===== src/qec_pkg.sv =====
package qec_pkg;

    // ----------------------------------------------------------------
    // Clocking and filter timing
    // ----------------------------------------------------------------
    localparam int unsigned QEC_CLK_HZ = 100_000_000;
    localparam int unsigned QEC_SAMPLE_HZ = 50_000_000;
    localparam int unsigned QEC_FILT_LONG = 15;
    localparam int unsigned QEC_FILT_SHORT = 3;
    localparam int unsigned QEC_FILT_CW = 4;
    localparam int unsigned QEC_DIV_W = 8;

    // ----------------------------------------------------------------
    // Widths
    // ----------------------------------------------------------------
    localparam int unsigned QEC_CNT_W = 32;
    localparam int unsigned QEC_ADDR_W = 8;
    localparam int unsigned QEC_DATA_W = 32;

    // ----------------------------------------------------------------
    // Register map
    // ----------------------------------------------------------------
    localparam logic [7:0] QEC_A_CTRL = 8'h00;
    localparam logic [7:0] QEC_A_COUNT = 8'h04;
    localparam logic [7:0] QEC_A_RAW = 8'h08;
    localparam logic [7:0] QEC_A_STAT = 8'h0C;
    localparam logic [7:0] QEC_A_MASK = 8'h10;
    localparam logic [7:0] QEC_A_PINS = 8'h14;

    localparam int unsigned QEC_CTRL_W = 7;
    localparam int unsigned QEC_C_MODE = 0;
    localparam int unsigned QEC_C_FILT = 1;
    localparam int unsigned QEC_C_IPOL = 2;
    localparam int unsigned QEC_C_MEN = 3;
    localparam int unsigned QEC_C_MPOL = 4;
    localparam int unsigned QEC_C_ARM = 5;
    localparam int unsigned QEC_C_CRST = 6;
    localparam logic [6:0] QEC_CTRL_RST = 7'h02;

    localparam int unsigned QEC_ST_W = 2;
    localparam int unsigned QEC_S_IDX = 0;
    localparam int unsigned QEC_S_ERR = 1;

    localparam int unsigned QEC_PIN_W = 4;
    localparam int unsigned QEC_P_A = 0;
    localparam int unsigned QEC_P_B = 1;
    localparam int unsigned QEC_P_IDX = 2;
    localparam int unsigned QEC_P_GATE = 3;

    typedef enum logic {
        QEC_MODE_QUAD = 1'b0,
        QEC_MODE_UPDN = 1'b1
    } qec_mode_t;

endpackage : qec_pkg


===== src/qec_filt.sv =====
module qec_filt #(
    parameter int unsigned CW = qec_pkg::QEC_FILT_CW
) (
    input wire logic clk_i,
    input wire logic resetn_i,
    input wire logic tick_i,
    input wire logic long_i,
    input wire logic pin_i,
    output logic lvl_o
);

    logic [2:0] sync_q, sync_d;
    logic [CW-1:0] cnt_q, cnt_d;
    logic [CW-1:0] lim;
    logic lvl_q, lvl_d;

    // The first stage only feeds the second; stages two and three must
    // agree before the filter sees a new level.
    always_comb begin
        sync_d = {sync_q[1:0], pin_i};
        lim = long_i ? CW'(qec_pkg::QEC_FILT_LONG)
                     : CW'(qec_pkg::QEC_FILT_SHORT);
        cnt_d = cnt_q;
        lvl_d = lvl_q;
        if (sync_q[2] != sync_q[1] || sync_q[2] == lvl_q) begin
            cnt_d = '0;
        end else if (tick_i) begin
            if (cnt_q >= lim - 1'b1) begin
                lvl_d = sync_q[2];
                cnt_d = '0;
            end else begin
                cnt_d = cnt_q + 1'b1;
            end
        end
    end

    always_ff @(posedge clk_i or negedge resetn_i) begin
        if (!resetn_i) begin
            sync_q <= '0;
            cnt_q <= '0;
            lvl_q <= 1'b0;
        end else begin
            sync_q <= sync_d;
            cnt_q <= cnt_d;
            lvl_q <= lvl_d;
        end
    end

    assign lvl_o = lvl_q;

endmodule : qec_filt


===== src/qec_dec.sv =====
module qec_dec (
    input wire logic clk_i,
    input wire logic resetn_i,
    input wire logic a_i,
    input wire logic b_i,
    input wire logic updn_i,
    output logic inc_o,
    output logic dec_o,
    output logic err_o
);

    logic [1:0] prev_q, prev_d;
    logic inc_q, inc_d, dec_q, dec_d, err_q, err_d;

    always_comb begin
        prev_d = {a_i, b_i};
        inc_d = 1'b0;
        dec_d = 1'b0;
        err_d = 1'b0;
        if (updn_i) begin
            if (a_i && !prev_q[1]) begin
                inc_d = !b_i;
                dec_d = b_i;
            end
        end else if (prev_d != prev_q) begin
            if (prev_d == ~prev_q) begin
                err_d = 1'b1;
            end else begin
                inc_d = a_i ^ prev_q[0];
                dec_d = !(a_i ^ prev_q[0]);
            end
        end
    end

    always_ff @(posedge clk_i or negedge resetn_i) begin
        if (!resetn_i) begin
            prev_q <= '0;
            inc_q <= 1'b0;
            dec_q <= 1'b0;
            err_q <= 1'b0;
        end else begin
            prev_q <= prev_d;
            inc_q <= inc_d;
            dec_q <= dec_d;
            err_q <= err_d;
        end
    end

    assign inc_o = inc_q;
    assign dec_o = dec_q;
    assign err_o = err_q;
endmodule : qec_dec


===== src/qec_top.sv =====
// Operation
// - Three encoder inputs, four with gate option.
// - Signed 32-bit count since reset or marker.
// - Separate signed 32-bit raw tally, cleared only by resetn_i.
// - Armed marker event clears the count.
// - Marker clear drops the arm bit.
// - Count held zero while count reset set.
// - Count reset leaves velocity untouched.
// - Mode bit selects quadrature or up/down.
// - Quadrature gives four counts per line.
// - Up/down counts A rises, B gives direction.
// - Long filter needs 15 stable sample clocks.
// - Short filter needs 3 stable sample clocks.
// - Sample clock is 33 or 50 MHz.
// - Polarity bit picks marker edge; needs arm.
// - Gate use bit qualifies marker by gate.
// - Gate polarity bit: set means active low.
//
// The plain strobed port and the register offsets were chosen for this implementation.
module qec_top #(
    parameter int unsigned CLK_HZ = qec_pkg::QEC_CLK_HZ,
    parameter int unsigned SAMPLE_HZ = qec_pkg::QEC_SAMPLE_HZ,
    parameter bit GATE_EN = 1'b1
) (
    input wire logic clk_i,
    input wire logic resetn_i,
    input wire logic enc_a_i,
    input wire logic enc_b_i,
    input wire logic enc_idx_i,
    input wire logic enc_gate_i,
    input wire logic [7:0] addr_i,
    input wire logic [31:0] wdata_i,
    input wire logic wr_i,
    input wire logic rd_i,
    output logic [31:0] rdata_o,
    output logic [31:0] count_o,
    output logic [31:0] raw_o,
    output logic irq_o
);

    localparam int unsigned DW = qec_pkg::QEC_DATA_W;
    localparam int unsigned CNW = qec_pkg::QEC_CNT_W;
    localparam int unsigned PW = qec_pkg::QEC_PIN_W;
    localparam int unsigned SW = qec_pkg::QEC_ST_W;
    localparam int unsigned CTW = qec_pkg::QEC_CTRL_W;
    localparam int unsigned DVW = qec_pkg::QEC_DIV_W;
    localparam int unsigned DIV_RAW = CLK_HZ / SAMPLE_HZ;
    localparam int unsigned DIV = (DIV_RAW < 1) ? 1 : DIV_RAW;

    // ----------------------------------------------------------------
    // Sample tick
    // ----------------------------------------------------------------
    // The filters count sample periods, not system clocks, so the
    // stability window keeps its length on either board rate.
    logic [DVW-1:0] div_q, div_d;
    logic tick;

    always_comb begin
        tick = (div_q == DVW'(DIV - 1));
        div_d = tick ? '0 : div_q + 1'b1;
    end

    always_ff @(posedge clk_i or negedge resetn_i) begin
        if (!resetn_i) begin
            div_q <= '0;
        end else begin
            div_q <= div_d;
        end
    end

    // ----------------------------------------------------------------
    // Input filters
    // ----------------------------------------------------------------
    logic [CTW-1:0] ctrl_q, ctrl_d;
    logic [PW-1:0] pin_raw;
    logic [PW-1:0] pin_f;

    // Without the gate option the gate pin is tied off inside.
    assign pin_raw = {GATE_EN ? enc_gate_i : 1'b0,
                      enc_idx_i, enc_b_i, enc_a_i};

    genvar gi;
    generate
        for (gi = 0; gi < PW; gi++) begin : g_filt
            qec_filt #(
                .CW(qec_pkg::QEC_FILT_CW)
            ) u_filt (
                .clk_i(clk_i),
                .resetn_i(resetn_i),
                .tick_i(tick),
                .long_i(ctrl_q[qec_pkg::QEC_C_FILT]),
                .pin_i(pin_raw[gi]),
                .lvl_o(pin_f[gi])
            );
        end
    endgenerate

    // ----------------------------------------------------------------
    // Edge decoding
    // ----------------------------------------------------------------
    qec_pkg::qec_mode_t mode;
    logic cnt_inc, cnt_dec, cnt_err;

    assign mode = qec_pkg::qec_mode_t'(ctrl_q[qec_pkg::QEC_C_MODE]);

    qec_dec u_dec (
        .clk_i(clk_i),
        .resetn_i(resetn_i),
        .a_i(pin_f[qec_pkg::QEC_P_A]),
        .b_i(pin_f[qec_pkg::QEC_P_B]),
        .updn_i(mode == qec_pkg::QEC_MODE_UPDN),
        .inc_o(cnt_inc),
        .dec_o(cnt_dec),
        .err_o(cnt_err)
    );

    // ----------------------------------------------------------------
    // Marker qualification
    // ----------------------------------------------------------------
    logic idx_prev_q, idx_prev_d;
    logic idx_now, idx_edge, gate_act, gate_ok, idx_evt;
    logic arm, crst;

    assign arm = ctrl_q[qec_pkg::QEC_C_ARM];
    assign crst = ctrl_q[qec_pkg::QEC_C_CRST];

    always_comb begin
        idx_now = pin_f[qec_pkg::QEC_P_IDX];
        idx_prev_d = idx_now;
        idx_edge = ctrl_q[qec_pkg::QEC_C_IPOL]
                 ? (idx_now && !idx_prev_q)
                 : (!idx_now && idx_prev_q);
        gate_act = ctrl_q[qec_pkg::QEC_C_MPOL]
                 ? !pin_f[qec_pkg::QEC_P_GATE]
                 : pin_f[qec_pkg::QEC_P_GATE];
        gate_ok = !ctrl_q[qec_pkg::QEC_C_MEN] || gate_act;
        idx_evt = idx_edge && gate_ok && arm;
    end

    always_ff @(posedge clk_i or negedge resetn_i) begin
        if (!resetn_i) begin
            idx_prev_q <= 1'b0;
        end else begin
            idx_prev_q <= idx_prev_d;
        end
    end

    // ----------------------------------------------------------------
    // Counters
    // ----------------------------------------------------------------
    logic signed [CNW-1:0] count_q, count_d;
    logic signed [CNW-1:0] raw_q, raw_d;
    logic signed [CNW-1:0] delta;

    always_comb begin
        delta = '0;
        if (cnt_inc) begin
            delta = CNW'(1);
        end else if (cnt_dec) begin
            delta = -CNW'(1);
        end
        raw_d = raw_q + delta;
        if (crst) begin
            count_d = '0;
        end else if (idx_evt) begin
            count_d = '0;
        end else begin
            count_d = count_q + delta;
        end
    end

    // Velocity is estimated by the host from these counts; nothing
    // here scales or rate-limits it, so holding the count does not
    // touch it.
    always_ff @(posedge clk_i or negedge resetn_i) begin
        if (!resetn_i) begin
            count_q <= '0;
            raw_q <= '0;
        end else begin
            count_q <= count_d;
            raw_q <= raw_d;
        end
    end

    assign count_o = count_q;
    assign raw_o = raw_q;

    // ----------------------------------------------------------------
    // Address decode
    // ----------------------------------------------------------------
    // One exact compare per register, so unmapped addresses never
    // alias onto live registers.
    function automatic logic bus_hit(input logic [7:0] adr,
                                     input logic [7:0] reg_a);
        return adr == reg_a;
    endfunction : bus_hit

    // ----------------------------------------------------------------
    // Registers and interrupt
    // ----------------------------------------------------------------
    logic [SW-1:0] stat_q, stat_d, mask_q, mask_d, stat_set;
    logic [DW-1:0] rdata_q, rdata_d;
    logic wr_ctrl, rd_stat;

    always_comb begin
        wr_ctrl = wr_i && bus_hit(addr_i, qec_pkg::QEC_A_CTRL);
        rd_stat = rd_i && bus_hit(addr_i, qec_pkg::QEC_A_STAT);
        ctrl_d = ctrl_q;
        if (wr_ctrl) begin
            ctrl_d = wdata_i[CTW-1:0];
        end
        // The marker taking the arm wins over a write in the same
        // cycle, so software always learns that it was consumed.
        if (idx_evt) begin
            ctrl_d[qec_pkg::QEC_C_ARM] = 1'b0;
        end
        mask_d = mask_q;
        if (wr_i && bus_hit(addr_i, qec_pkg::QEC_A_MASK)) begin
            mask_d = wdata_i[SW-1:0];
        end
        stat_set = '0;
        stat_set[qec_pkg::QEC_S_IDX] = idx_evt;
        stat_set[qec_pkg::QEC_S_ERR] = cnt_err;
        stat_d = (rd_stat ? '0 : stat_q) | stat_set;
        rdata_d = '0;
        if (rd_i) begin
            case (addr_i)
                qec_pkg::QEC_A_CTRL: rdata_d = DW'(ctrl_q);
                qec_pkg::QEC_A_COUNT: rdata_d = DW'(count_q);
                qec_pkg::QEC_A_RAW: rdata_d = DW'(raw_q);
                qec_pkg::QEC_A_STAT: rdata_d = DW'(stat_q);
                qec_pkg::QEC_A_MASK: rdata_d = DW'(mask_q);
                qec_pkg::QEC_A_PINS: rdata_d = DW'(pin_f);
                default: rdata_d = '0;
            endcase
        end
    end

    always_ff @(posedge clk_i or negedge resetn_i) begin
        if (!resetn_i) begin
            ctrl_q <= qec_pkg::QEC_CTRL_RST;
            mask_q <= '0;
            stat_q <= '0;
            rdata_q <= '0;
        end else begin
            ctrl_q <= ctrl_d;
            mask_q <= mask_d;
            stat_q <= stat_d;
            rdata_q <= rdata_d;
        end
    end

    assign rdata_o = rdata_q;
    assign irq_o = |(stat_q & mask_q);
endmodule : qec_top


===== config.mk =====
export PLATFORM = sky130hd
export DESIGN_NAME = qec_top
export DESIGN_NICKNAME = d
export VERILOG_FILES = /design/src/qec_pkg.sv /design/src/qec_filt.sv /design/src/qec_dec.sv /design/src/qec_top.sv
export SDC_FILE = /design/constraint.sdc
export NUM_CORES = 1
export LEC_CHECK = 0
export ABC_AREA = 1
export BUFFER_PORTS_ARGS = -buffer_cell sky130_fd_sc_hd__buf_2
export CAP_MARGIN = 20
export CORE_MARGIN = 2
export CORE_UTILIZATION = 40
export CTS_CLUSTER_DIAMETER = 200
export DETAILED_ROUTE_END_ITERATION = 16
export RECOVER_POWER = 100
export SLEW_MARGIN = 40
export SYNTH_ARGS = -nofsm -noshare
export SYNTH_HDL_FRONTEND = slang
export SYNTH_SLANG_ARGS = --single-unit

===== constraint.sdc =====
create_clock -name clk_i -period 2.5 [get_ports clk_i]
set_input_delay 0.125 -clock clk_i [delete_from_list [all_inputs] [get_ports clk_i]]
set_output_delay 0.125 -clock clk_i [all_outputs]
set_load 0.02 [all_outputs]

==> flow_summary.rst <==
.. list-table::
   :header-rows: 1

   * - Metric
     - Value
   * - Cell count after synthesis
     - 1471
   * - Number of H-tree levels
     - 4
   * - Hold depth
     - 3
   * - Achievable clock frequency
     - 0.428 GHz
   * - Endpoint of the worst register-to-register path
     - count_o[29]
   * - Maximum clock skew at final layout
     - 0.0128 ns
   * - TritonCTS clock tree
     - yes
   * - Area fraction of the dominant cell type after synthesis
     - 0.376
   * - Combined global-route utilization of all metal layers
     - 0.236
   * - Vias in the first global route
     - 9443
   * - Maximum buffer depth of the clock tree
     - 2
   * - Flop-to-flop setup slack
     - 0.17 ns
   * - Most area-consuming cells after synthesis
     - dfrtp_1 38%, nand2_1 17%, inv_1 8.0%, nor2_1 6.2%, nand3_1 3.9%
   * - HP Start
     - addr_i[3]
   * - Final critical delay including setup and external delays
     - 2.33 ns
   * - Top FF cell, synth
     - dfrtp_1
   * - Number of synthesized flops with an enable pin
     - 0
   * - Synthesized area per cell
     - 6.88 um^2
   * - Synth unique cells
     - 44
   * - Fraction of final layout cells sized beyond drive strength 1
     - 0.0671
   * - Worst-case headroom to the max-slew limit
     - 0.0218
   * - Clk slew on worst S/H paths
     - 0.07 ns
   * - Clock sinks
     - 153
   * - Total congestion overflow after global routing
     - 0
   * - Area growth from synthesis to layout
     - 16.6%
   * - Largest fanout on the critical path
     - 15
   * - Worst slew pin tran
     - 1.47 ns
   * - Min-Delay Endpoint
     - rdata_o[29]
   * - Post-synthesis instance area
     - 10100 um^2
   * - Finish-stage setup viols
     - 0
   * - Largest net degree at the start of global routing
     - 64
   * - Worst R2R Path Depth
     - 14
   * - Routed WL
     - 30.2 mm
   * - Share of flip-flops with an asynchronous set or reset
     - 1.00
   * - Yosys top cell by area
     - dfrtp_1
   * - Data required time of the worst path
     - 2.86 ns
   * - Number of hold-slack violations in the final timing report
     - 0
   * - Critical Path Sink Type
     - flip-flop
   * - Result of the run
     - finished clean
   * - Crit share post-route
     - 0.934
   * - DR pass1 iterations
     - 5
   * - Final-layout fill cell count
     - 2617
   * - Initial DRC count
     - 714
   * - Site Rows
     - 58
   * - Commonest non-fill, non-tap cell in the layout
     - nand2_1
   * - Post-detail-place hpwl
     - 22.9 mm
   * - Net count of the mapped netlist
     - 1544
   * - DRC violations left
     - 0
   * - Wire length per cell after detailed routing
     - 15.5 um
   * - Core footprint
     - 25000 um^2
   * - Net count, final
     - 1684
   * - Worst IR drop on VDD
     - 532 uV
   * - Static power due to leakage
     - 5.85 nW
   * - Top-level I/O count
     - 145
   * - Worst Hold Class
     - input pin to flip-flop
   * - Number of buffers added by the clock tree synthesis step
     - 17
   * - Initial antenna violation count
     - 0
   * - Root buffer selected by CTS
     - clkbuf_16
   * - First-pass GRT wire length
     - 49.1 mm
   * - Routed vias
     - 9962
   * - Height of the die
     - 163 um
   * - Total power divided by cell area
     - 1050 nW/um^2
   * - Final Max Tran Viols
     - 0
   * - Worst Setup Start Kind
     - flip-flop
   * - Number of maximum-capacitance constraint violations
     - 0
   * - DIE AREA
     - 26600 um^2
   * - Data arrival time at the worst-slack endpoint
     - 2.70 ns
   * - Input/output buffers
     - 119
   * - Source-to-sink clock delay at the later pin of the worst-skew pair
     - 0.44 ns
   * - ANT nets after route
     - 0
   * - Vias per Instance
     - 5.10
   * - Sequential area share after synthesis
     - 0.378
   * - Most frequent cells in the layout
     - 468 x nand2_1, 217 x inv_1, 169 x nor2_1
   * - Storage element area
     - 3830 um^2
   * - Count of synthesis-stage warnings from yosys
     - 0
   * - Global placement routability congestion
     - 0.936
   * - Unrepaired setup endpoints after global routing
     - false
   * - Crit Path Category
     - flip-flop to flip-flop
   * - Seq cells post-synth
     - 153
   * - Floorplan die width
     - 163 um
   * - Setup TNS Final
     - 0 ns
   * - Reg-to-Reg Start
     - u_dec.inc_o
   * - Multi-input gate area
     - 5290 um^2
   * - Power consumption
     - 0.0124 W
   * - Initial cell density of the core
     - 0.404
==> per-layer routing <==
| metal | vias to the layer above | GRT usage | share of wire |
|---|---|---|---|
| met1 | 4612 | 0.324 | 0.45 |
| met4 | 0 | 0.0768 | 0.021 |
| met5 | - | 0 | 0 |
| met3 | 41 | 0.0391 | 0.064 |
| li1 | 5007 | - | - |
| met2 | 302 | 0.381 | 0.47 |
==> power breakdown <==
part	total [W]	switching [W]	internal, W
registers	0.00338	0.000464	0.00292
logic	0.00614	0.00432	0.00182
clock network	0.00288	0.00123	0.00165
==> final cells by class <==
cell class | count | area share
multi-input cells | 1068 | 0.448
flip-flops and latches | 153 | 0.325
inverters | 220 | 0.0700
repair buffers | 151 | 0.0673
clock buffers | 18 | 0.0372
well taps | 330 | 0.0350
clock inverters | 14 | 0.0172
diodes | 1 | 0.000212
==> per-stage QoR <==
| stage | hold slack (ns) | area (um^2) | cells | utilization | worst slack (ns) |
|---|---|---|---|---|---|
| 5_1_grt | 0.0688 | 11800 | 1954 | 0.471 | 0.00712 |
| 3_5_place_dp | 0.130 | 11200 | 1909 | 0.446 | 0.229 |
| 3_3_place_gp | 0.133 | 11200 | 1909 | 0.446 | 0.241 |
| 4_1_cts | 0.0448 | 11900 | 1954 | 0.477 | 0.226 |
| 2_1_floorplan | -0.171 | 10100 | 1471 | - | 0.397 |
| 6_report | 0.0593 | 11800 | 1955 | 0.471 | 0.166 |
==> worst max path at each step <==
stage	startpoint	end	slack [ns]	cells after the start
floorplan	u_dec.dec_o	count_o[31]	0.40	13
global placement	u_dec.inc_o	count_o[29]	0.24	14
detailed placement	u_dec.inc_o	count_o[29]	0.23	14
CTS	u_dec.inc_o	count_o[29]	0.23	14
global route	u_dec.inc_o	raw_o[30]	0.007	13
finish	u_dec.inc_o	count_o[29]	0.17	14
==> timing repair <==
action                     CTS  global route
hold endpoints to repair    69             0
hold buffers                13             0
buffers inserted             0             0
resized for setup            0             2
setup endpoints to repair    0             6
==> state kept, by name (all words and copies together), names as in the netlist, 4 cells and up <==
register              flops
g_filt.u_filt.sync_q     12
count_o                  32
g_filt.u_filt.cnt_q      16
ctrl_q                    7
rdata_o                  32
g_filt.u_filt.lvl_o       4
div_q                     8
raw_o                    32
==> cells by family after synthesis <==
| logic type | share of synthesized area |
|---|---|
| adders and majority gates | 0.0309 |
| buffers and inverters | 0.0990 |
| DFF | 0.378 |
| xor gates and xnor gates | 0.0394 |
| AOI/OAI and AO/OA | 0.130 |
| and+or+nand+nor | 0.323 |
==> critical path, cell delays in order (launching register included) <==
cell and delay [ns]:
dfrtp_1 0.44, inv_2 0.16, nand2_8 0.12, buf_4 0.21, nand2_1 0.11, nand2_1 0.11, o21bai_1 0.33, nand2_1 0.10
nand2_1 0.13, nand2_1 0.08, nand2_2 0.11, nand2_1 0.08, nand3_1 0.07, nand2_1 0.05, nor2_1 0.15
==> cell usage after synthesis, types with 3 or more instances <==
cell type and number:
buf_4 8, o41ai_1 7, and2_1 5, nand2_2 16, nand3_1 78, o22ai_1 33
xor2_1 27, buf_2 9, dfrtp_1 152, nand2_1 468, nor3_2 4, a41oi_1 38
or2_2 3, nor2_1 168, xnor2_1 13, clkbuf_1 10, buf_6 3, ha_1 25
nor3_1 16, nand4_1 10, o21ai_0 57, nand3b_1 6, inv_1 217, a21oi_1 63
xor2_2 3, o21bai_1 3, nor2_2 8
No activity file was read; power rests on OpenSTA's default activity.
